## config.mk

```make
export PLATFORM = sky130hd
export DESIGN_NAME = ccr_top
export DESIGN_NICKNAME = d
export VERILOG_FILES = /design/src/verilog/ccr_pkg.sv /design/src/verilog/ccr_delay_if.sv /design/src/verilog/ccr_step_delay.sv /design/src/verilog/ccr_top.sv
export VERILOG_INCLUDE_DIRS = /design/src /design/src/verilog
export SDC_FILE = /design/constraint.sdc
export NUM_CORES = 1
export LEC_CHECK = 0
export BUFFER_PORTS_ARGS = -buffer_cell sky130_fd_sc_hd__buf_2
export CORE_MARGIN = 2
export CORE_UTILIZATION = 40
export CTS_CLUSTER_SIZE = 24
export DETAILED_ROUTE_END_ITERATION = 8
export SLEW_MARGIN = 20
export SYNTH_ARGS = -nofsm -noshare
export SYNTH_HDL_FRONTEND = slang
export SYNTH_SLANG_ARGS = --single-unit
```

## constraint.sdc

```tcl
create_clock -name clock_in -period 31.2 [get_ports clock_in]
set_input_delay 3.12 -clock clock_in [delete_from_list [all_inputs] [get_ports clock_in]]
set_output_delay 3.12 -clock clock_in [all_outputs]
set_load 0.02 [all_outputs]
```

## src/verilog/ccr_defs.svh

```systemverilog
// Offsets, field positions, reset values and timing counts of the chroma control registers
`ifndef CCR_DEFS_SVH
`define CCR_DEFS_SVH

// ----------------------------------------------------------------
// Register indices (byte address is four times the index)
// ----------------------------------------------------------------
`define CCR_IDX_GAIN        10'h00F
`define CCR_IDX_OFFBW       10'h010
`define CCR_IDX_MODE        10'h011
`define CCR_IDX_SEARCH      10'h020
`define CCR_IDX_STATUS      10'h021

// ----------------------------------------------------------------
// Field positions
// ----------------------------------------------------------------
`define CCR_GAIN_MAN_BIT    7
`define CCR_GAIN_VAL_MSB    6
`define CCR_OFFU_MSB        7
`define CCR_OFFU_LSB        6
`define CCR_OFFV_MSB        5
`define CCR_OFFV_LSB        4
`define CCR_CHROMA_BANDWIDTH_SEL_BIT        3
`define CCR_LCBW_MSB        2
`define CCR_COLOUR_FORCE_ON_BIT        7
`define CCR_RT_OUT1_INVERT_BIT        6
`define CCR_HDEL_MSB        5
`define CCR_HDEL_LSB        4
`define CCR_RT_OUT0_INVERT_BIT        3
`define CCR_YDEL_MSB        2
`define CCR_AUTO_MSB        1
`define CCR_PREF_MSB        4
`define CCR_PREF_LSB        2

// ----------------------------------------------------------------
// Reset values
// ----------------------------------------------------------------
`define CCR_RST_GAIN        8'h24
`define CCR_RST_OFFBW       8'h00
`define CCR_RST_MODE        8'h00
`define CCR_RST_SEARCH      8'h00

// ----------------------------------------------------------------
// Gain map, in units of 1/64
// ----------------------------------------------------------------
`define CCR_GAIN_CODE_NOM   7'h24
`define CCR_GAIN_CODE_MAX   7'h7F
`define CCR_GAIN_MIN        9'h020
`define CCR_GAIN_NOM        9'h048
`define CCR_GAIN_MAX        9'h1E0

// ----------------------------------------------------------------
// Standard codes and timing counts
// ----------------------------------------------------------------
`define CCR_STD_PAL         3'h0
`define CCR_STD_PAL_NTSCJ   3'h4
`define CCR_STD_SECAM       3'h5
`define CCR_STEP_LLC        2
`define CCR_DWELL_CYCLES    16'h0400
`define CCR_LUMA_BIAS       3'h4

`endif

```

## src/verilog/ccr_pkg.sv

```systemverilog
// Types shared by the chroma control register bank
`default_nettype none
package ccr_pkg;

	// Standard search machine states
	typedef enum logic [1:0] {
		CCR_SRCH_OFF  = 2'b00,
		CCR_SRCH_PREF = 2'b01,
		CCR_SRCH_ALT  = 2'b10,
		CCR_SRCH_LOCK = 2'b11
	} ccr_search_state_t;

	// Bus response codes
	typedef enum logic [1:0] {
		CCR_RESP_OKAY   = 2'b00,
		CCR_RESP_SLVERR = 2'b10
	} ccr_resp_t;

endpackage
`default_nettype wire

```

## src/verilog/ccr_delay_if.sv

```systemverilog
// Connection between the register bank and its step delay lines
`default_nettype none
interface ccr_delay_if #(
	parameter int W  = 1,
	parameter int SW = 2
);
	logic [W-1:0]  data_in;
	logic [SW-1:0] steps;
	logic [W-1:0]  data_out;

	modport ctl (output data_in, output steps, input data_out);
	modport dly (input data_in, input steps, output data_out);
endinterface
`default_nettype wire

```

## src/verilog/ccr_step_delay.sv

```systemverilog
// Delay line whose length is set in steps of two line-locked clock periods
`default_nettype none
`include "ccr_defs.svh"
module ccr_step_delay
	import ccr_pkg::*;
#(
	parameter int W  = 1,
	parameter int SW = 2
) (
	// Clock, reset, enable
	input  wire logic clock_in,
	input  wire logic rst_in,
	input  wire logic ce_in,
	// Data and step count
	ccr_delay_if.dly  dl
);
	localparam int DEPTH = ((1 << SW) - 1) * `CCR_STEP_LLC;

	logic [W-1:0] pipe      [DEPTH];
	logic [W-1:0] next_pipe [DEPTH];
	logic [W-1:0] out_q;
	logic [W-1:0] next_out;
	int           tap;

	// Shift chain and tap selection
	always_comb begin
		tap = int'(dl.steps) * `CCR_STEP_LLC;
		next_pipe[0] = dl.data_in;
		for (int i = 1; i < DEPTH; i++) begin
			next_pipe[i] = pipe[i-1];
		end
		if (tap == 0) begin
			next_out = dl.data_in;
		end else begin
			next_out = pipe[tap-1];
		end
	end

	// Register the chain
	always_ff @(posedge clock_in) begin
		if (rst_in) begin
			for (int i = 0; i < DEPTH; i++) begin
				pipe[i] <= '0;
			end
			out_q <= '0;
		end else if (ce_in) begin
			pipe  <= next_pipe;
			out_q <= next_out;
		end
	end

	assign dl.data_out = out_q;
endmodule // ccr_step_delay
`default_nettype wire

```

## src/verilog/ccr_top.sv

```systemverilog
// Chroma control register bank with AXI4-Lite access and the logic it steers
//
// Decided for this implementation: the AXI4-Lite register port.
`default_nettype none
`include "ccr_defs.svh"

module ccr_top
	import ccr_pkg::*;
#(
	parameter int        AW     = 12,
	parameter int        LUMA_W = 8,
	parameter int        CW     = 8,
	parameter logic [15:0] DWELL = `CCR_DWELL_CYCLES
) (
	// Clock, reset, enable
	input  wire logic              clock_in,
	input  wire logic              rst_in,
	input  wire logic              ce_in,
	// AXI4-Lite write channels
	input  wire logic [AW-1:0]     s_axi_awaddr_in,
	input  wire logic              s_axi_awvalid_in,
	output logic                   s_axi_awready_out,
	input  wire logic [31:0]       s_axi_wdata_in,
	input  wire logic [3:0]        s_axi_wstrb_in,
	input  wire logic              s_axi_wvalid_in,
	output logic                   s_axi_wready_out,
	output logic [1:0]             s_axi_bresp_out,
	output logic                   s_axi_bvalid_out,
	input  wire logic              s_axi_bready_in,
	// AXI4-Lite read channels
	input  wire logic [AW-1:0]     s_axi_araddr_in,
	input  wire logic              s_axi_arvalid_in,
	output logic                   s_axi_arready_out,
	output logic [31:0]            s_axi_rdata_out,
	output logic [1:0]             s_axi_rresp_out,
	output logic                   s_axi_rvalid_out,
	input  wire logic              s_axi_rready_in,
	// Video datapath inputs
	input  wire logic              horizontal_sync_pulse_in,
	input  wire logic [LUMA_W-1:0] luma_in,
	input  wire logic [CW-1:0]     blue_diff_in,
	input  wire logic [CW-1:0]     red_diff_in,
	input  wire logic [8:0]        agc_gain_in,
	input  wire logic              colour_detected_in,
	input  wire logic              std_match_in,
	input  wire logic              rt_src0_in,
	input  wire logic              rt_src1_in,
	// Video datapath controls and outputs
	output logic                   horizontal_sync_pulse_out,
	output logic [LUMA_W-1:0]      luma_out,
	output logic [CW+1:0]          blue_diff_out,
	output logic [CW+1:0]          red_diff_out,
	output logic [8:0]             chroma_gain_out,
	output logic                   chroma_bandwidth_sel_out,
	output logic [2:0]             chroma_bw_index_out,
	output logic [2:0]             luma_bw_index_out,
	output logic                   colour_enable_out,
	output logic                   rt_status_out0,
	output logic                   rt_status_out1,
	// Standard detection
	output logic [2:0]             trial_std_out,
	output logic [2:0]             detected_std_out,
	output logic                   std_locked_out,
	output logic                   detect_active_out,
	output logic                   filter_preset_out
);

	// ----------------------------------------------------------------
	// Functions
	// ----------------------------------------------------------------

	// Register index of a byte address, with a hit flag
	function automatic logic [10:0] reg_decode(input logic [AW-1:0] addr);
		logic [9:0] idx;
		logic       hit;
		idx = 10'(addr[AW-1:2]);
		hit = (addr[1:0] == 2'b00) && ((idx == `CCR_IDX_GAIN) || (idx == `CCR_IDX_OFFBW) ||
			(idx == `CCR_IDX_MODE) || (idx == `CCR_IDX_SEARCH) || (idx == `CCR_IDX_STATUS));
		return {hit, idx};
	endfunction

	// Manual gain code to gain in 1/64 units, two linear pieces through the nominal point
	function automatic logic [8:0] gain_map(input logic [6:0] code);
		logic [15:0] prod;
		logic [8:0]  g;
		prod = '0;
		if (code <= `CCR_GAIN_CODE_NOM) begin
			prod = 16'(code) * 16'(`CCR_GAIN_NOM - `CCR_GAIN_MIN);
			g = `CCR_GAIN_MIN + 9'(prod / 16'(`CCR_GAIN_CODE_NOM));
		end else begin
			prod = 16'(code - `CCR_GAIN_CODE_NOM) * 16'(`CCR_GAIN_MAX - `CCR_GAIN_NOM);
			g = `CCR_GAIN_NOM + 9'(prod / 16'(`CCR_GAIN_CODE_MAX - `CCR_GAIN_CODE_NOM));
		end
		return g;
	endfunction

	// ----------------------------------------------------------------
	// Register storage and bus slave state
	// ----------------------------------------------------------------
	logic [7:0]    gain_reg, next_gain_reg;
	logic [7:0]    offbw_reg, next_offbw_reg;
	logic [7:0]    mode_reg, next_mode_reg;
	logic [7:0]    search_reg, next_search_reg;
	logic          aw_held, next_aw_held;
	logic          w_held, next_w_held;
	logic [AW-1:0] aw_addr, next_aw_addr;
	logic [7:0]    w_byte, next_w_byte;
	logic          w_lane0, next_w_lane0;
	logic          bvalid, next_bvalid;
	logic [1:0]    bresp, next_bresp;
	logic          rvalid, next_rvalid;
	logic [31:0]   rdata, next_rdata;
	logic [1:0]    rresp, next_rresp;
	logic [10:0]   wr_dec, rd_dec;
	logic [7:0]    status_byte;

	// Ready terms; held low while the enable is low
	assign s_axi_awready_out = ce_in && !aw_held && !bvalid;
	assign s_axi_wready_out  = ce_in && !w_held && !bvalid;
	assign s_axi_arready_out = ce_in && !rvalid;

	assign wr_dec = reg_decode(aw_addr);
	assign rd_dec = reg_decode(s_axi_araddr_in);

	// Write path: catch address and data in either order, answer once both are in
	always_comb begin
		next_aw_held    = aw_held;
		next_w_held     = w_held;
		next_aw_addr    = aw_addr;
		next_w_byte     = w_byte;
		next_w_lane0    = w_lane0;
		next_bvalid     = bvalid;
		next_bresp      = bresp;
		next_gain_reg   = gain_reg;
		next_offbw_reg  = offbw_reg;
		next_mode_reg   = mode_reg;
		next_search_reg = search_reg;
		if (s_axi_awvalid_in && s_axi_awready_out) begin
			next_aw_held = 1'b1;
			next_aw_addr = s_axi_awaddr_in;
		end
		if (s_axi_wvalid_in && s_axi_wready_out) begin
			next_w_held  = 1'b1;
			next_w_byte  = s_axi_wdata_in[7:0];
			next_w_lane0 = s_axi_wstrb_in[0];
		end
		if (aw_held && w_held && !bvalid) begin
			next_aw_held = 1'b0;
			next_w_held  = 1'b0;
			next_bvalid  = 1'b1;
			next_bresp   = wr_dec[10] ? CCR_RESP_OKAY : CCR_RESP_SLVERR;
			if (wr_dec[10] && w_lane0) begin
				case (wr_dec[9:0])
					`CCR_IDX_GAIN:   next_gain_reg   = w_byte;
					`CCR_IDX_OFFBW:  next_offbw_reg  = w_byte;
					`CCR_IDX_MODE:   next_mode_reg   = w_byte;
					`CCR_IDX_SEARCH: next_search_reg = {3'h0, w_byte[`CCR_PREF_MSB:0]};
					default:         next_gain_reg   = gain_reg;
				endcase
			end
		end
		if (bvalid && s_axi_bready_in) begin
			next_bvalid = 1'b0;
		end
	end

	// Read path: one read under way at a time
	always_comb begin
		next_rvalid = rvalid;
		next_rdata  = rdata;
		next_rresp  = rresp;
		if (s_axi_arvalid_in && s_axi_arready_out) begin
			next_rvalid = 1'b1;
			next_rresp  = rd_dec[10] ? CCR_RESP_OKAY : CCR_RESP_SLVERR;
			case (rd_dec[10] ? rd_dec[9:0] : 10'h000)
				`CCR_IDX_GAIN:   next_rdata = {24'h0000_00, gain_reg};
				`CCR_IDX_OFFBW:  next_rdata = {24'h0000_00, offbw_reg};
				`CCR_IDX_MODE:   next_rdata = {24'h0000_00, mode_reg};
				`CCR_IDX_SEARCH: next_rdata = {24'h0000_00, search_reg};
				`CCR_IDX_STATUS: next_rdata = {24'h0000_00, status_byte};
				default:         next_rdata = 32'h0000_0000;
			endcase
		end else if (rvalid && s_axi_rready_in) begin
			next_rvalid = 1'b0;
		end
	end

	// Register the bus slave and the register file
	always_ff @(posedge clock_in) begin
		if (rst_in) begin
			gain_reg   <= `CCR_RST_GAIN;
			offbw_reg  <= `CCR_RST_OFFBW;
			mode_reg   <= `CCR_RST_MODE;
			search_reg <= `CCR_RST_SEARCH;
			aw_held    <= 1'b0;
			w_held     <= 1'b0;
			aw_addr    <= '0;
			w_byte     <= 8'h00;
			w_lane0    <= 1'b0;
			bvalid     <= 1'b0;
			bresp      <= 2'h0;
			rvalid     <= 1'b0;
			rdata      <= 32'h0000_0000;
			rresp      <= 2'h0;
		end else if (ce_in) begin
			gain_reg   <= next_gain_reg;
			offbw_reg  <= next_offbw_reg;
			mode_reg   <= next_mode_reg;
			search_reg <= next_search_reg;
			aw_held    <= next_aw_held;
			w_held     <= next_w_held;
			aw_addr    <= next_aw_addr;
			w_byte     <= next_w_byte;
			w_lane0    <= next_w_lane0;
			bvalid     <= next_bvalid;
			bresp      <= next_bresp;
			rvalid     <= next_rvalid;
			rdata      <= next_rdata;
			rresp      <= next_rresp;
		end
	end

	assign s_axi_bvalid_out = bvalid;
	assign s_axi_bresp_out  = bresp;
	assign s_axi_rvalid_out = rvalid;
	assign s_axi_rdata_out  = rdata;
	assign s_axi_rresp_out  = rresp;

	// ----------------------------------------------------------------
	// Standard search machine
	// ----------------------------------------------------------------
	ccr_search_state_t srch, next_srch;
	logic [15:0]       dwell, next_dwell;
	logic [1:0]        alt_idx, next_alt_idx;
	logic [2:0]        trial, next_trial;
	logic [2:0]        found, next_found;
	logic              auto_on;
	logic [2:0]        pref_std;
	logic [2:0]        alt_std;

	assign auto_on  = |search_reg[`CCR_AUTO_MSB:0];
	assign pref_std = search_reg[`CCR_PREF_MSB:`CCR_PREF_LSB];

	// Alternative standards visited between preferred trials
	always_comb begin
		case (alt_idx)
			2'h0:    alt_std = `CCR_STD_PAL;
			2'h1:    alt_std = `CCR_STD_PAL_NTSCJ;
			default: alt_std = `CCR_STD_SECAM;
		endcase
	end

	// preferred first: every failed alternative returns to the preferred trial
	always_comb begin
		next_srch    = srch;
		next_dwell   = dwell;
		next_alt_idx = alt_idx;
		next_trial   = trial;
		next_found   = found;
		case (srch)
			CCR_SRCH_OFF: begin
				if (auto_on) begin
					next_srch  = CCR_SRCH_PREF;
					next_trial = pref_std;
					next_dwell = 16'h0000;
				end
			end
			CCR_SRCH_PREF, CCR_SRCH_ALT: begin
				if (std_match_in) begin
					next_srch  = CCR_SRCH_LOCK;
					next_found = trial;
				end else if (dwell == DWELL - 16'h0001) begin
					next_dwell = 16'h0000;
					if (srch == CCR_SRCH_PREF) begin
						next_srch  = CCR_SRCH_ALT;
						next_trial = alt_std;
					end else begin
						next_srch    = CCR_SRCH_PREF;
						next_trial   = pref_std;
						next_alt_idx = (alt_idx == 2'h2) ? 2'h0 : alt_idx + 2'h1;
					end
				end else begin
					next_dwell = dwell + 16'h0001;
				end
			end
			CCR_SRCH_LOCK: begin
				if (!std_match_in) begin
					next_srch  = CCR_SRCH_PREF;
					next_trial = pref_std;
					next_dwell = 16'h0000;
				end
			end
			default: next_srch = CCR_SRCH_OFF;
		endcase
		// preferred trial follows a new choice at once
		if (next_srch == CCR_SRCH_PREF) begin
			next_trial = pref_std;
		end
		if (!auto_on) begin
			next_srch  = CCR_SRCH_OFF;
			next_trial = pref_std;
		end
	end

	// Register the search machine
	always_ff @(posedge clock_in) begin
		if (rst_in) begin
			srch    <= CCR_SRCH_OFF;
			dwell   <= 16'h0000;
			alt_idx <= 2'h0;
			trial   <= 3'h0;
			found   <= 3'h0;
		end else if (ce_in) begin
			srch    <= next_srch;
			dwell   <= next_dwell;
			alt_idx <= next_alt_idx;
			trial   <= next_trial;
			found   <= next_found;
		end
	end

	// ----------------------------------------------------------------
	// Control outputs steered by the registers
	// ----------------------------------------------------------------
	logic [CW+1:0] next_blue, next_red, blue_q, red_q;
	logic [8:0]    next_gain, gain_q;
	logic          next_colour, colour_q, next_rt0, rt0_q, next_rt1, rt1_q, next_preset, preset_q;

	// Gain, offsets, colour killer, status polarity
	always_comb begin
		if (gain_reg[`CCR_GAIN_MAN_BIT]) begin
			next_gain = gain_map(gain_reg[`CCR_GAIN_VAL_MSB:0]);
		end else begin
			next_gain = agc_gain_in;
		end
		next_blue = {blue_diff_in, 2'b00} + {{CW{1'b0}}, offbw_reg[`CCR_OFFU_MSB:`CCR_OFFU_LSB]};
		next_red  = {red_diff_in, 2'b00} + {{CW{1'b0}}, offbw_reg[`CCR_OFFV_MSB:`CCR_OFFV_LSB]};
		next_colour = mode_reg[`CCR_COLOUR_FORCE_ON_BIT] | colour_detected_in;
		next_rt0 = rt_src0_in ^ mode_reg[`CCR_RT_OUT0_INVERT_BIT];
		next_rt1 = rt_src1_in ^ mode_reg[`CCR_RT_OUT1_INVERT_BIT];
		next_preset = auto_on && (search_reg[`CCR_AUTO_MSB:0] != 2'b11);
	end

	// Register the control outputs
	always_ff @(posedge clock_in) begin
		if (rst_in) begin
			gain_q   <= 9'h000;
			blue_q   <= '0;
			red_q    <= '0;
			colour_q <= 1'b0;
			rt0_q    <= 1'b0;
			rt1_q    <= 1'b0;
			preset_q <= 1'b0;
		end else if (ce_in) begin
			gain_q   <= next_gain;
			blue_q   <= next_blue;
			red_q    <= next_red;
			colour_q <= next_colour;
			rt0_q    <= next_rt0;
			rt1_q    <= next_rt1;
			preset_q <= next_preset;
		end
	end

	assign chroma_gain_out   = gain_q;
	assign blue_diff_out     = blue_q;
	assign red_diff_out      = red_q;
	assign colour_enable_out = colour_q;
	assign rt_status_out0    = rt0_q;
	assign rt_status_out1    = rt1_q;
	assign filter_preset_out = preset_q;
	assign chroma_bandwidth_sel_out = offbw_reg[`CCR_CHROMA_BANDWIDTH_SEL_BIT];
	assign chroma_bw_index_out = offbw_reg[`CCR_LCBW_MSB:0];
	assign luma_bw_index_out   = ~offbw_reg[`CCR_LCBW_MSB:0];
	assign trial_std_out       = trial;
	assign detected_std_out    = found;
	assign std_locked_out      = (srch == CCR_SRCH_LOCK);
	assign detect_active_out   = (srch != CCR_SRCH_OFF);

	// Status byte seen by software
	assign status_byte = {1'b0, preset_q, colour_q, (srch != CCR_SRCH_OFF), (srch == CCR_SRCH_LOCK), found};

	// ----------------------------------------------------------------
	// Sync and luma delay lines
	// ----------------------------------------------------------------
	ccr_delay_if #(.W(1), .SW(2))      hs_if ();
	ccr_delay_if #(.W(LUMA_W), .SW(3)) luma_if ();

	assign hs_if.data_in = horizontal_sync_pulse_in;
	assign hs_if.steps   = mode_reg[`CCR_HDEL_MSB:`CCR_HDEL_LSB];
	// signed luma delay, biased so -4 maps to the shortest line
	assign luma_if.data_in = luma_in;
	assign luma_if.steps   = mode_reg[`CCR_YDEL_MSB:0] ^ `CCR_LUMA_BIAS;

	ccr_step_delay #(.W(1), .SW(2)) u_hs_delay (
		.clock_in (clock_in),
		.rst_in   (rst_in),
		.ce_in    (ce_in),
		.dl       (hs_if.dly)
	);

	ccr_step_delay #(.W(LUMA_W), .SW(3)) u_luma_delay (
		.clock_in (clock_in),
		.rst_in   (rst_in),
		.ce_in    (ce_in),
		.dl       (luma_if.dly)
	);

	assign horizontal_sync_pulse_out = hs_if.data_out;
	assign luma_out                  = luma_if.data_out;

endmodule // ccr_top
`default_nettype wire

```

==> results of run 1 <==
-- worst max-delay path, delay by kind of cell (launching register included) --
| family | cells | cell delay, ns |
|---|---|---|
| AOI/OAI and AO/OA | 16 | 4.80 |
| xor gates and xnor gates | 6 | 1.57 |
| DFF | 1 | 0.51 |
| buffers and inverters | 6 | 0.64 |
| muxes | 5 | 1.42 |
| and+or+nand+nor | 9 | 1.75 |
| adders and majority gates | 8 | 2.92 |
-- layout by cell type, fill, tap and decap left out, drive strengths merged, types with 43 or more instances in the layout --
cell and n:
ha 55, nor2 303, o21ai 82, a21oi 106
inv 72, buf 161, mux2i 206, dfxtp 250
xnor2 43, nand2 137
-- cell usage after synthesis, drive strengths merged (7+ instances only) --
library cell | count | area (µm²)
a21o | 18 | 135
nand2b | 11 | 68.8
and3 | 14 | 87.6
a221oi | 14 | 123
xnor2 | 43 | 410
nor3 | 36 | 206
dfxtp | 250 | 5000
or2 | 8 | 50.0
nand3 | 41 | 210
o22ai | 8 | 50.1
xor2 | 36 | 315
mux2 | 17 | 191
o211ai | 19 | 148
or4 | 7 | 52.6
a211o | 7 | 61.3
a31oi | 16 | 106
a22oi | 9 | 67.6
nor2 | 303 | 1140
a211oi | 27 | 213
nand2 | 137 | 514
nor2b | 16 | 100
inv | 70 | 263
fa | 12 | 240
and2 | 13 | 81.3
a21oi | 106 | 546
clkbuf | 66 | 249
mux4 | 8 | 180
nand4 | 11 | 68.8
o21a | 13 | 97.6
or3 | 16 | 100
a311oi | 10 | 87.6
nor4 | 8 | 50.1
o21ai | 82 | 414
mux2i | 206 | 2080
buf | 57 | 350
ha | 55 | 688
-- metrics by stage --
stage                     hold slack (ns)  utilization
after floorplan                     0.431            -
after global placement              0.439        0.433
after detailed placement            0.445        0.433
after CTS                           0.454        0.458
after global routing                0.490        0.459
final                               0.453        0.459
-- how the worst min path moves through the flow --
| stage | to | startpoint | slack (ns) |
|---|---|---|---|
| floorplan | aw_addr[10] | aw_addr[10] | 0.43 |
| global placement | aw_addr[10] | aw_addr[10] | 0.44 |
| detailed placement | aw_addr[10] | aw_addr[10] | 0.45 |
| CTS | aw_addr[10] | aw_addr[10] | 0.45 |
| global route | aw_addr[9] | aw_addr[9] | 0.49 |
| finish | aw_addr[11] | aw_addr[11] | 0.45 |
-- cell families after synthesis --
kind of cell             Yosys count
AND/OR/NAND/NOR                  644
AO/OA/AOI/OAI                    411
flip-flops                       250
multiplexers                     231
buffers and inverters            195
XOR/XNOR                          79
adder cells (fa/ha/maj)           71
other                              1
-- routing by layer --
metal | wire length (µm) | up-vias
met1 | 18100 | 6512
met2 | 19200 | 292
met5 | 0 | -
met4 | 1030 | 0
met3 | 1710 | 72
li1 | - | 6875
-- cell type report --
cell class | instances | area, µm² | share of cell area
clock buffers | 36 | 811 | 0.0455
clock inverters | 15 | 189 | 0.0106
inverters | 72 | 270 | 0.0152
multi-input cells | 1462 | 10000 | 0.564
flip-flops and latches | 250 | 5000 | 0.281
well taps | 518 | 648 | 0.0364
repair buffers | 161 | 850 | 0.0477
-- power groups by stage --
stage          combinational, W  sequential, W  clock (W)
6_report              0.0000452       0.000330   0.000350
5_1_grt               0.0000495       0.000331   0.000373
4_1_cts               0.0000456       0.000330   0.000360
3_5_place_dp          0.0000454       0.000337          0
3_3_place_gp          0.0000450       0.000337          0
2_1_floorplan         0.0000294       0.000340          0
==> out/summary.txt, run 1 <==
Die Ht - 203 µm
Vias in the first global route - 13,200
Total grt overflow - 0
Clk Latency, worst-skew pair - 0.58 ns
Worst Skew - 0.0372 ns
Final setup fails - 0
Final nets - 2,148
CTS buffer count - 28
CTS tree - yes
Hold Crit Class - register to register
Post-synth EDFFs - 0
Critical Path Sink Type - register
Async S/R FF share, synth - 0
R2R depth - 50
Max stage delay on crit path - 0.63 ns
Cells after DPL - 2,463
CP max-delay cell - a21oi_2
Final worst slack - 17.42 ns
Pre-CTS setup slack - 17.15 ns
Reg-to-reg startpoint - gain_reg[2]
Sequential area share after synthesis - 0.317
R2R Path End - chroma_gain_out[0]
Crit-path max FO - 20
Ys Warns - 0
Max_slew headroom - 0.325
Max_cap viols - 0
Synth Cell Area - 15,800 µm²
DR WL/cell - 15.9 µm
Crit path launch - gain_reg[2]
WP data arrival - 14.22 ns
Finished Layout Cells - 2,514
Post-route cell area - 17,800 µm²
Row cnt - 72
Unrepaired setup endpoints after global routing - false
Initial antenna violation count - 0
Static leakage - 7.71 nW
Vias per inst - 5.47
Mapped Cells - 1,882
Maximum vdd drop - 0.0494 mV
Post-Synth XOR/XNOR Area - 0.0459
Worst Setup EP - chroma_gain_out[0]
WL final - 40,100 µm
Grt peak-use layer - met2
Comb power frac - 0.062
Initial Util - 0.407
Met2 Use GR - 0.329
Iter 0 DRT Violations - 778
FF+latch count, synth - 250
Syn Area/Cell - 8.39 µm²
Full die area - 41,100 µm²
PortBufs - 150
Power, Total - 0.000725 W
Compound-Gate Fraction of Synth Area - 0.180
Share of cells above drive strength 1 - 0.140
Resized Gates After CTS - 0
WHS Path Cells - 2
Antenna-violating nets left - 0
First-pass GRT wire length - 66,200 µm
Part of the cycle the worst path needs - 0.442
Fmax - 0.0726 GHz
Flop2flop setup slack - 17.42 ns
Hpwl dp - 28,800 µm
M3 GR Usage - 0.0246
Largest net degree at the start of global routing - 84
Area after DPL - 16,800 µm²
CP startpoint kind - register
Die W - 203 µm
DRC viols - 0
Via count - 13,800
Clock slew at reported path FFs - 0.06 ns
First-pass iteration count of the detailed router - 5
Sw Ratio - 0.239
Adder-cell share of the synthesized area - 0.0613
Final Hold Violating Endpoints - 0
Total internal power - 0.000551 W
Clock share of power - 0.483
Count of cell types in the netlist - 107
Sequential Power Share - 0.455
Tmin final - 13.78 ns
Setup TNS - 0 ns
CP Data Required Time - 31.63 ns
Cell mode on critical path - ha_1
Core footprint - 38,800 µm²
Main combinational cell family by area after synthesis - simple AND/OR/NAND/NOR gates
Antenna cells - 0
Syn-to-layout area delta - 12.8%
GPL Wtd Cong - 0.841
Total track usage - 0.191
Slew Limit Fails - 0
Post-synth top flop - dfxtp_1
CTS hold repair buffers - 0
Met1 Use GR - 0.251
Pwr/cell area - 40.7 nW/µm²
Status - finished clean
Ports - 204
Worst slew pin tran - 1.01 ns
Sw Pwr - 0.000174 W
Mux cell area share after synthesis - 0.155
CTS Buffer Depth - 3
Fillcell total - 3,783
Critical path class - register to register
Largest register FFs - 104
Post-CTS Setup Inserts - 0
CTS Sinks - 250
Synth Area in Simple Gates - 0.186
Clk root buf - clkbuf_16
H-tree Lvls - 1
(Power assumes the default switching activity.)
==> inputs of run 2 (changes only) <==
ABC_AREA = 1   (was not set)
clock period = 11.7 ns   (was 31.2 ns; I/O delays follow)
==> run 2 against run 1 <==
  * Critical path type unchanged
  * Sequential share of layout area grew 2.1 points
  * Non-clock buffer count shrank 3
  * Critical path depth grew 24
  * Hold slack gained 0.0062 ns
==> out/summary.txt, run 2 <==
First-pass iteration count of the detailed router - 6 (+1)
Share of cells above drive strength 1 - 0.135 (-0.00501)
WP data arrival - 10.95 ns (-3.27 ns)
Die W - 196 µm (-3.5%)
Crit-path max FO - 18 (-10%)
Critical Path Sink Type - register
GPL Wtd Cong - 0.872 (+3.7%)
DR WL/cell - 13.6 µm (-14%)
Cell mode on critical path - nand2_1
CP Data Required Time - 12.13 ns (-19.50 ns)
Most common cell after layout, fill and taps aside - nor2_1
Largest register FFs - 104 (unchanged)
Core footprint - 36,300 µm² (-6.4%)
WL final - 37,400 µm (-6.5%)
CTS Buffer Depth - 3 (unchanged)
Critical path class - register to register
Post-Synth XOR/XNOR Area - 0.0227 (-0.0233)
Max_cap viols - 0 (unchanged)
Clk Latency, worst-skew pair - 0.56 ns (-0.02 ns)
Vias in the first global route - 12,900 (-2.6%)
Via count - 13,900 (+1.2%)
Iter 0 DRT Violations - 870 (+12%)
Sw Ratio - 0.250 (+0.0103)
Total internal power - 0.00144 W (+160%)
Initial antenna violation count - 3 (+3)
CTS Sinks - 250 (unchanged)
Clock share of power - 0.441 (-0.042)
List of most frequent post-synthesis cells - nor2_1, nand2_1, o21ai_0, dfxtp_1, inv_1
Count of cell types in the netlist - 57 (-47%)
First-pass GRT wire length - 62,100 µm (-6.2%)
Sw Pwr - 0.000479 W (+180%)
Hpwl dp - 26,400 µm (-8.6%)
Count leader, synth - nor2_1
CP max-delay cell - fa_1
Post-synth top flop - dfxtp_1
Maximum vdd drop - 0.111 mV (+120%)
Mapped Cells - 2,154 (+14%)
Total grt overflow - 0 (unchanged)
Final setup fails - 0 (unchanged)
Final core occ - 0.456 (-0.00292)
Syn-to-layout area delta - 12.8% (about the same)
Largest net degree at the start of global routing - 132 (+57%)
Static leakage - 7.89 nW (+2.2%)
PortBufs - 150 (unchanged)
Post-synth EDFFs - 0 (unchanged)
Vias per inst - 5.07 (-7.4%)
H-tree Lvls - 1 (unchanged)
FF+latch count, synth - 250 (unchanged)
Setup TNS - 0 ns (unchanged)
Comb power frac - 0.081 (+0.019)
CTS buffer count - 28 (unchanged)
Fmax - 0.0951 GHz (+31%)
Post-route cell area - 16,600 µm² (-7.0%)
DRC viols - 0 (unchanged)
Area after DPL - 15,700 µm² (-6.7%)
Initial Util - 0.404 (-0.00267)
Synth Area in Simple Gates - 0.298 (+0.112)
Synth Cell Area - 14,700 µm² (-7.0%)
Sequential area share after synthesis - 0.341 (+0.0238)
Max stage delay on crit path - 0.50 ns (-0.13 ns)
Clock slew at reported path FFs - 0.06 ns (about the same)
Worst slew pin tran - 1.02 ns (+0.0138 ns)
Clk root buf - clkbuf_16
Main combinational cell family by area after synthesis - simple AND/OR/NAND/NOR gates
Final nets - 2,431 (+13%)
Unrepaired setup endpoints after global routing - false
Hold Crit Class - register to register
Slew Limit Fails - 0 (unchanged)
Max_slew headroom - 0.314 (-0.0104)
Ranking of synthesized cells by area - dfxtp_1, nor2_1, o21ai_0, nand2_1, inv_1
Antenna-violating nets left - 0 (unchanged)
CP startpoint kind - register
Syn Area/Cell - 6.82 µm² (-19%)
Post-CTS Setup Inserts - 0 (unchanged)
Top cell type's share of synthesized area - 0.341 (+0.0238)
Full die area - 38,300 µm² (-6.9%)
Worst Skew - 0.0238 ns (-0.0134 ns)
Worst hold margin - 0.459 ns (+0.00617 ns)
Row cnt - 70 (-2.8%)
Part of the cycle the worst path needs - 0.899 (+0.457)
Resized Gates After CTS - 0 (unchanged)
Power, Total - 0.00192 W (+160%)
Sequential Power Share - 0.478 (+0.023)
Synth area leader - dfxtp_1
Async S/R FF share, synth - 0 (unchanged)
Adder-cell share of the synthesized area - 0.0632 (+0.00189)
Tmin final - 10.52 ns (-3.27 ns)
Ys Warns - 0 (unchanged)
Compound-Gate Fraction of Synth Area - 0.178 (-0.00245)
Status - finished clean
Most frequent cells in the layout - nor2_1, nand2_1, o21ai_0
Total track usage - 0.192 (+0.000756)
Die Ht - 196 µm (-3.5%)
Final Hold Violating Endpoints - 0 (unchanged)
Flop2flop setup slack - 1.18 ns (-16.23 ns)
Mux cell area share after synthesis - 0 (-0.155)
CTS hold repair buffers - 0 (unchanged)
Ports - 204 (unchanged)
Pwr/cell area - 116 nW/µm² (+180%)
CTS tree - yes
## run 2: area by class of cell
| class | instances | area (µm²) |
|---|---|---|
| Fill cell | 3740 | 19800 |
| Multi-Input combinational cell | 1578 | 8350 |
| Tap cell | 468 | 586 |
| Sequential cell | 250 | 5000 |
| Antenna cell | 1 | 2.50 |
| Timing Repair Buffer | 158 | 813 |
| Clock buffer | 46 | 848 |
| Clock inverter | 4 | 51.3 |
| Inverter | 242 | 917 |
## run 2: worst max-delay path, delay by kind of cell, from the launching register on
family	cells	cell delay [ns]
AOI/OAI and AO/OA	6	1.12
buffers and inverters	10	0.80
DFF	1	0.45
adders and majority gates	8	2.58
and+or+nand+nor	50	5.43
## run 2: layer usage
metal	vias to the layer above	wire length (µm)	part of all wire	GRT usage
met1	6340	17100	0.46	0.248
met4	4	1040	0.028	0.0567
met3	64	1710	0.046	0.0299
met2	294	17600	0.47	0.333
li1	7213	-	-	-
met5	-	34	0.00091	0
## run 2: power by group through the flow
stage               sequential [W]  clock [W]  combinational [W]
global placement          0.000933          0           0.000154
global route              0.000920   0.000902           0.000177
CTS                       0.000916   0.000869           0.000157
finish                    0.000916   0.000846           0.000156
floorplan                 0.000942          0           0.000101
detailed placement        0.000934          0           0.000157
## run 2: worst paths after layout
path	startpoint	end	cells after the start
max	gain_reg[2]	chroma_gain_out[0]	74
min	u_luma_delay.next_pipe[102]	u_luma_delay.next_pipe[94]	2
max reg2reg	gain_reg[2]	chroma_gain_out[0]	74
min reg2reg	u_luma_delay.next_pipe[102]	u_luma_delay.next_pipe[94]	2
## run 2: kinds of logic after synthesis
logic type / Yosys count
DFF: 250
xor gates and xnor gates: 38
buffers and inverters: 351
other: 1
and+or+nand+nor: 971
adders and majority gates: 67
AOI/OAI and AO/OA: 476
## run 2: per-stage QoR
stage               worst slack [ns]  cells
global placement                1.42   2696
global route                  0.0904   2746
detailed placement              1.17   2696
finish                          1.18   2747
floorplan                       2.57   2179
CTS                             1.14   2746
==> inputs of run 3 (changes only) <==
CELL_PAD_IN_SITES_DETAIL_PLACEMENT = 0   (was not set)
CELL_PAD_IN_SITES_GLOBAL_PLACEMENT = 1   (was not set)
CORE_UTILIZATION = 38   (was 40)
PLACE_DENSITY_LB_ADDON = 0.1   (was not set)
==> run 3 against run 2 <==
  * Sequential power is essentially flat
  * Design area grew 0.45%
  * Clock power rose by 0.6%
  * Clock-buffer cell count is 6 lower
  * Combinational power about the same
  * Non-clock buffer count up 4
  * Final cell count rose by 1.8%
==> out/summary.txt, run 3 (same netlist as run 2, synthesis figures left out) <==
Cells after DPL - 2,747 (+1.9%)
Core footprint - 38,400 µm² (+5.6%)
Pwr/cell area - 116 nW/µm² (about the same)
CTS Buffer Depth - 3 (unchanged)
Hpwl dp - 28,000 µm (+6.2%)
R2R depth - 80 (+8.1%)
Setup TNS - 0 ns (unchanged)
Resized Gates After CTS - 0 (unchanged)
Crit path depth - 80 (+8.1%)
Fmax - 0.0966 GHz (+1.6%)
CP startpoint kind - register
Antenna cells - 0 (-1)
H-tree Lvls - 1 (unchanged)
Share of cells above drive strength 1 - 0.138 (+0.00301)
Initial antenna violation count - 1 (-2)
Syn-to-layout area delta - 13.3%
Crit-path max FO - 12 (-6)
Final core occ - 0.434 (-0.0222)
Sw Ratio - 0.251 (+0.00133)
Vias in the first global route - 12,500 (-3.3%)
Die W - 201 µm (+2.5%)
Iter 0 DRT Violations - 820 (-5.7%)
PortBufs - 150 (unchanged)
Crit path launch - gain_reg[2]
Most frequent cells in the layout - nor2_1, nand2_1, o21ai_0
WP data arrival - 10.76 ns (-0.19 ns)
Worst Setup EP - chroma_gain_out[0]
CTS Sinks - 250 (unchanged)
Die Ht - 201 µm (+2.5%)
Unrepaired setup endpoints after global routing - false
Slew Limit Fails - 0 (unchanged)
Comb power frac - 0.082 (about the same)
Max_cap viols - 0 (unchanged)
First-pass GRT wire length - 64,700 µm (+4.1%)
Initial Util - 0.383 (-0.0214)
Clock share of power - 0.442 (about the same)
First-pass iteration count of the detailed router - 5 (-1)
Flop2flop setup slack - 1.35 ns (+0.17 ns)
Worst Skew - 0.00716 ns (-0.0166 ns)
Crit path max-delay family - simple AND/OR/NAND/NOR gates
CTS buffer count - 27 (-3.6%)
Most common cell after layout, fill and taps aside - nor2_1
WL final - 39,600 µm (+5.8%)
Antenna-violating nets left - 0 (unchanged)
Clk Latency, worst-skew pair - 0.53 ns (-0.03 ns)
Critical path class - register to register
Clk root buf - clkbuf_16
Maximum vdd drop - 0.106 mV (-4.3%)
Total internal power - 0.00144 W (+0.18%)
Sequential Power Share - 0.476 (-0.002)
Sw Pwr - 0.000483 W (+0.90%)
R2R Path End - chroma_gain_out[0]
Critical Path Sink Type - register
Final nets - 2,434 (+0.12%)
Part of the cycle the worst path needs - 0.884 (-0.0145)
Clock slew at reported path FFs - 0.06 ns (about the same)
Reg-to-reg startpoint - gain_reg[2]
Largest net degree at the start of global routing - 125 (-5.3%)
Max_slew headroom - 0.288 (-0.0263)
CTS hold repair buffers - 0 (unchanged)
DR WL/cell - 14.2 µm (+3.9%)
CP max-delay cell - fa_1
Via count - 13,700 (-1.7%)
Hold Crit Class - register to register
Finished Layout Cells - 2,797 (+1.8%)
DRC viols - 0 (unchanged)
Ports - 204 (unchanged)
Cell mode on critical path - nand2_1
Post-route cell area - 16,600 µm² (+0.45%)
GPL Wtd Cong - 0.841 (-3.5%)
Row cnt - 72 (+2.9%)
Total grt overflow - 0 (unchanged)
Final setup fails - 0 (unchanged)
Max stage delay on crit path - 0.50 ns (about the same)
Tmin final - 10.35 ns (-0.169 ns)
Worst slew pin tran - 1.06 ns (+0.0392 ns)
Total track usage - 0.191 (-0.00126)
Post-CTS Setup Inserts - 0 (unchanged)
Static leakage - 7.91 nW (+0.28%)
Largest register FFs - 104 (unchanged)
CP Data Required Time - 12.11 ns (-0.02 ns)
Critical path buffers and inverters - 11 (+1)
Status - finished clean
Vias per inst - 4.89 (-3.4%)
CTS tree - yes
Area after DPL - 15,700 µm² (+0.50%)
Full die area - 40,300 µm² (+5.2%)
Final Hold Violating Endpoints - 0 (unchanged)
==> run 3: changes by cell type in the layout (fill, tap and decap cells not counted) <==
cell	before	now
buf_4	9	13
bufinv_16	0	1
xor2_1	33	32
inv_6	1	3
clkbuf_1	10	5
clkinv_2	2	3
clkinv_4	1	0
diode_2	1	0
xor2_2	0	1
clkbuf_16	28	27
clkinv_16	1	0
inv_4	1	2
==> run 3: layer usage <==
layer | GRT usage | up-vias | part of all wire
met1 | 0.275 | 6139 | 0.50
met2 | 0.304 | 271 | 0.44
met3 | 0.0252 | 46 | 0.040
met4 | 0.0415 | 0 | 0.021
met5 | 0 | - | 0
li1 | - | 7224 | -
==> run 3: power groups by stage <==
stage	Combinational, W	Sequential, W	Clock (W)
floorplan	0.000101	0.000942	0
global placement	0.000158	0.000933	0
detailed placement	0.000159	0.000934	0
CTS	0.000160	0.000915	0.000878
global route	0.000180	0.000920	0.000908
finish	0.000158	0.000915	0.000851
==> run 3: worst register-to-register path: cells and delay by family, from the launching register on <==
family | cells | cell delay [ns]
adder cells (fa/ha/maj) | 8 | 2.62
AO/OA/AOI/OAI | 3 | 0.49
flip-flops | 1 | 0.46
buffers and inverters | 11 | 0.83
AND/OR/NAND/NOR | 58 | 5.84
==> run 3: layout make-up <==
class,count,area (µm²)
fill,4142,21700
timing repair buffer,162,843
inverter,242,915
clock inverter,7,73.8
sequential,250,5000
multi-input combinational,1578,8350
clock buffer,40,805
tap,518,648
==> run 3: through the flow <==
step | worst slack (ns) | power (W) | hold WS, ns
floorplan | 2.57 | 0.00104 | 0.430
global placement | 1.24 | 0.00109 | 0.447
detailed placement | 1.13 | 0.00109 | 0.454
CTS | 1.08 | 0.00195 | 0.463
global route | 0.143 | 0.00201 | 0.489
finish | 1.35 | 0.00192 | 0.459
==> run 3: how the worst min path moves through the flow <==
| stage | startpoint | end | slack (ns) | depth (start not counted) |
|---|---|---|---|---|
| 6_report | aw_addr[1] | aw_addr[1] | 0.46 | 2 |
| 5_1_grt | u_luma_delay.next_pipe[97] | u_luma_delay.next_pipe[97] | 0.49 | 2 |
| 4_1_cts | aw_addr[1] | aw_addr[1] | 0.46 | 2 |
| 3_5_place_dp | aw_addr[1] | aw_addr[1] | 0.45 | 2 |
| 3_3_place_gp | aw_addr[1] | aw_addr[1] | 0.45 | 2 |
| 2_1_floorplan | aw_addr[1] | aw_addr[1] | 0.43 | 2 |
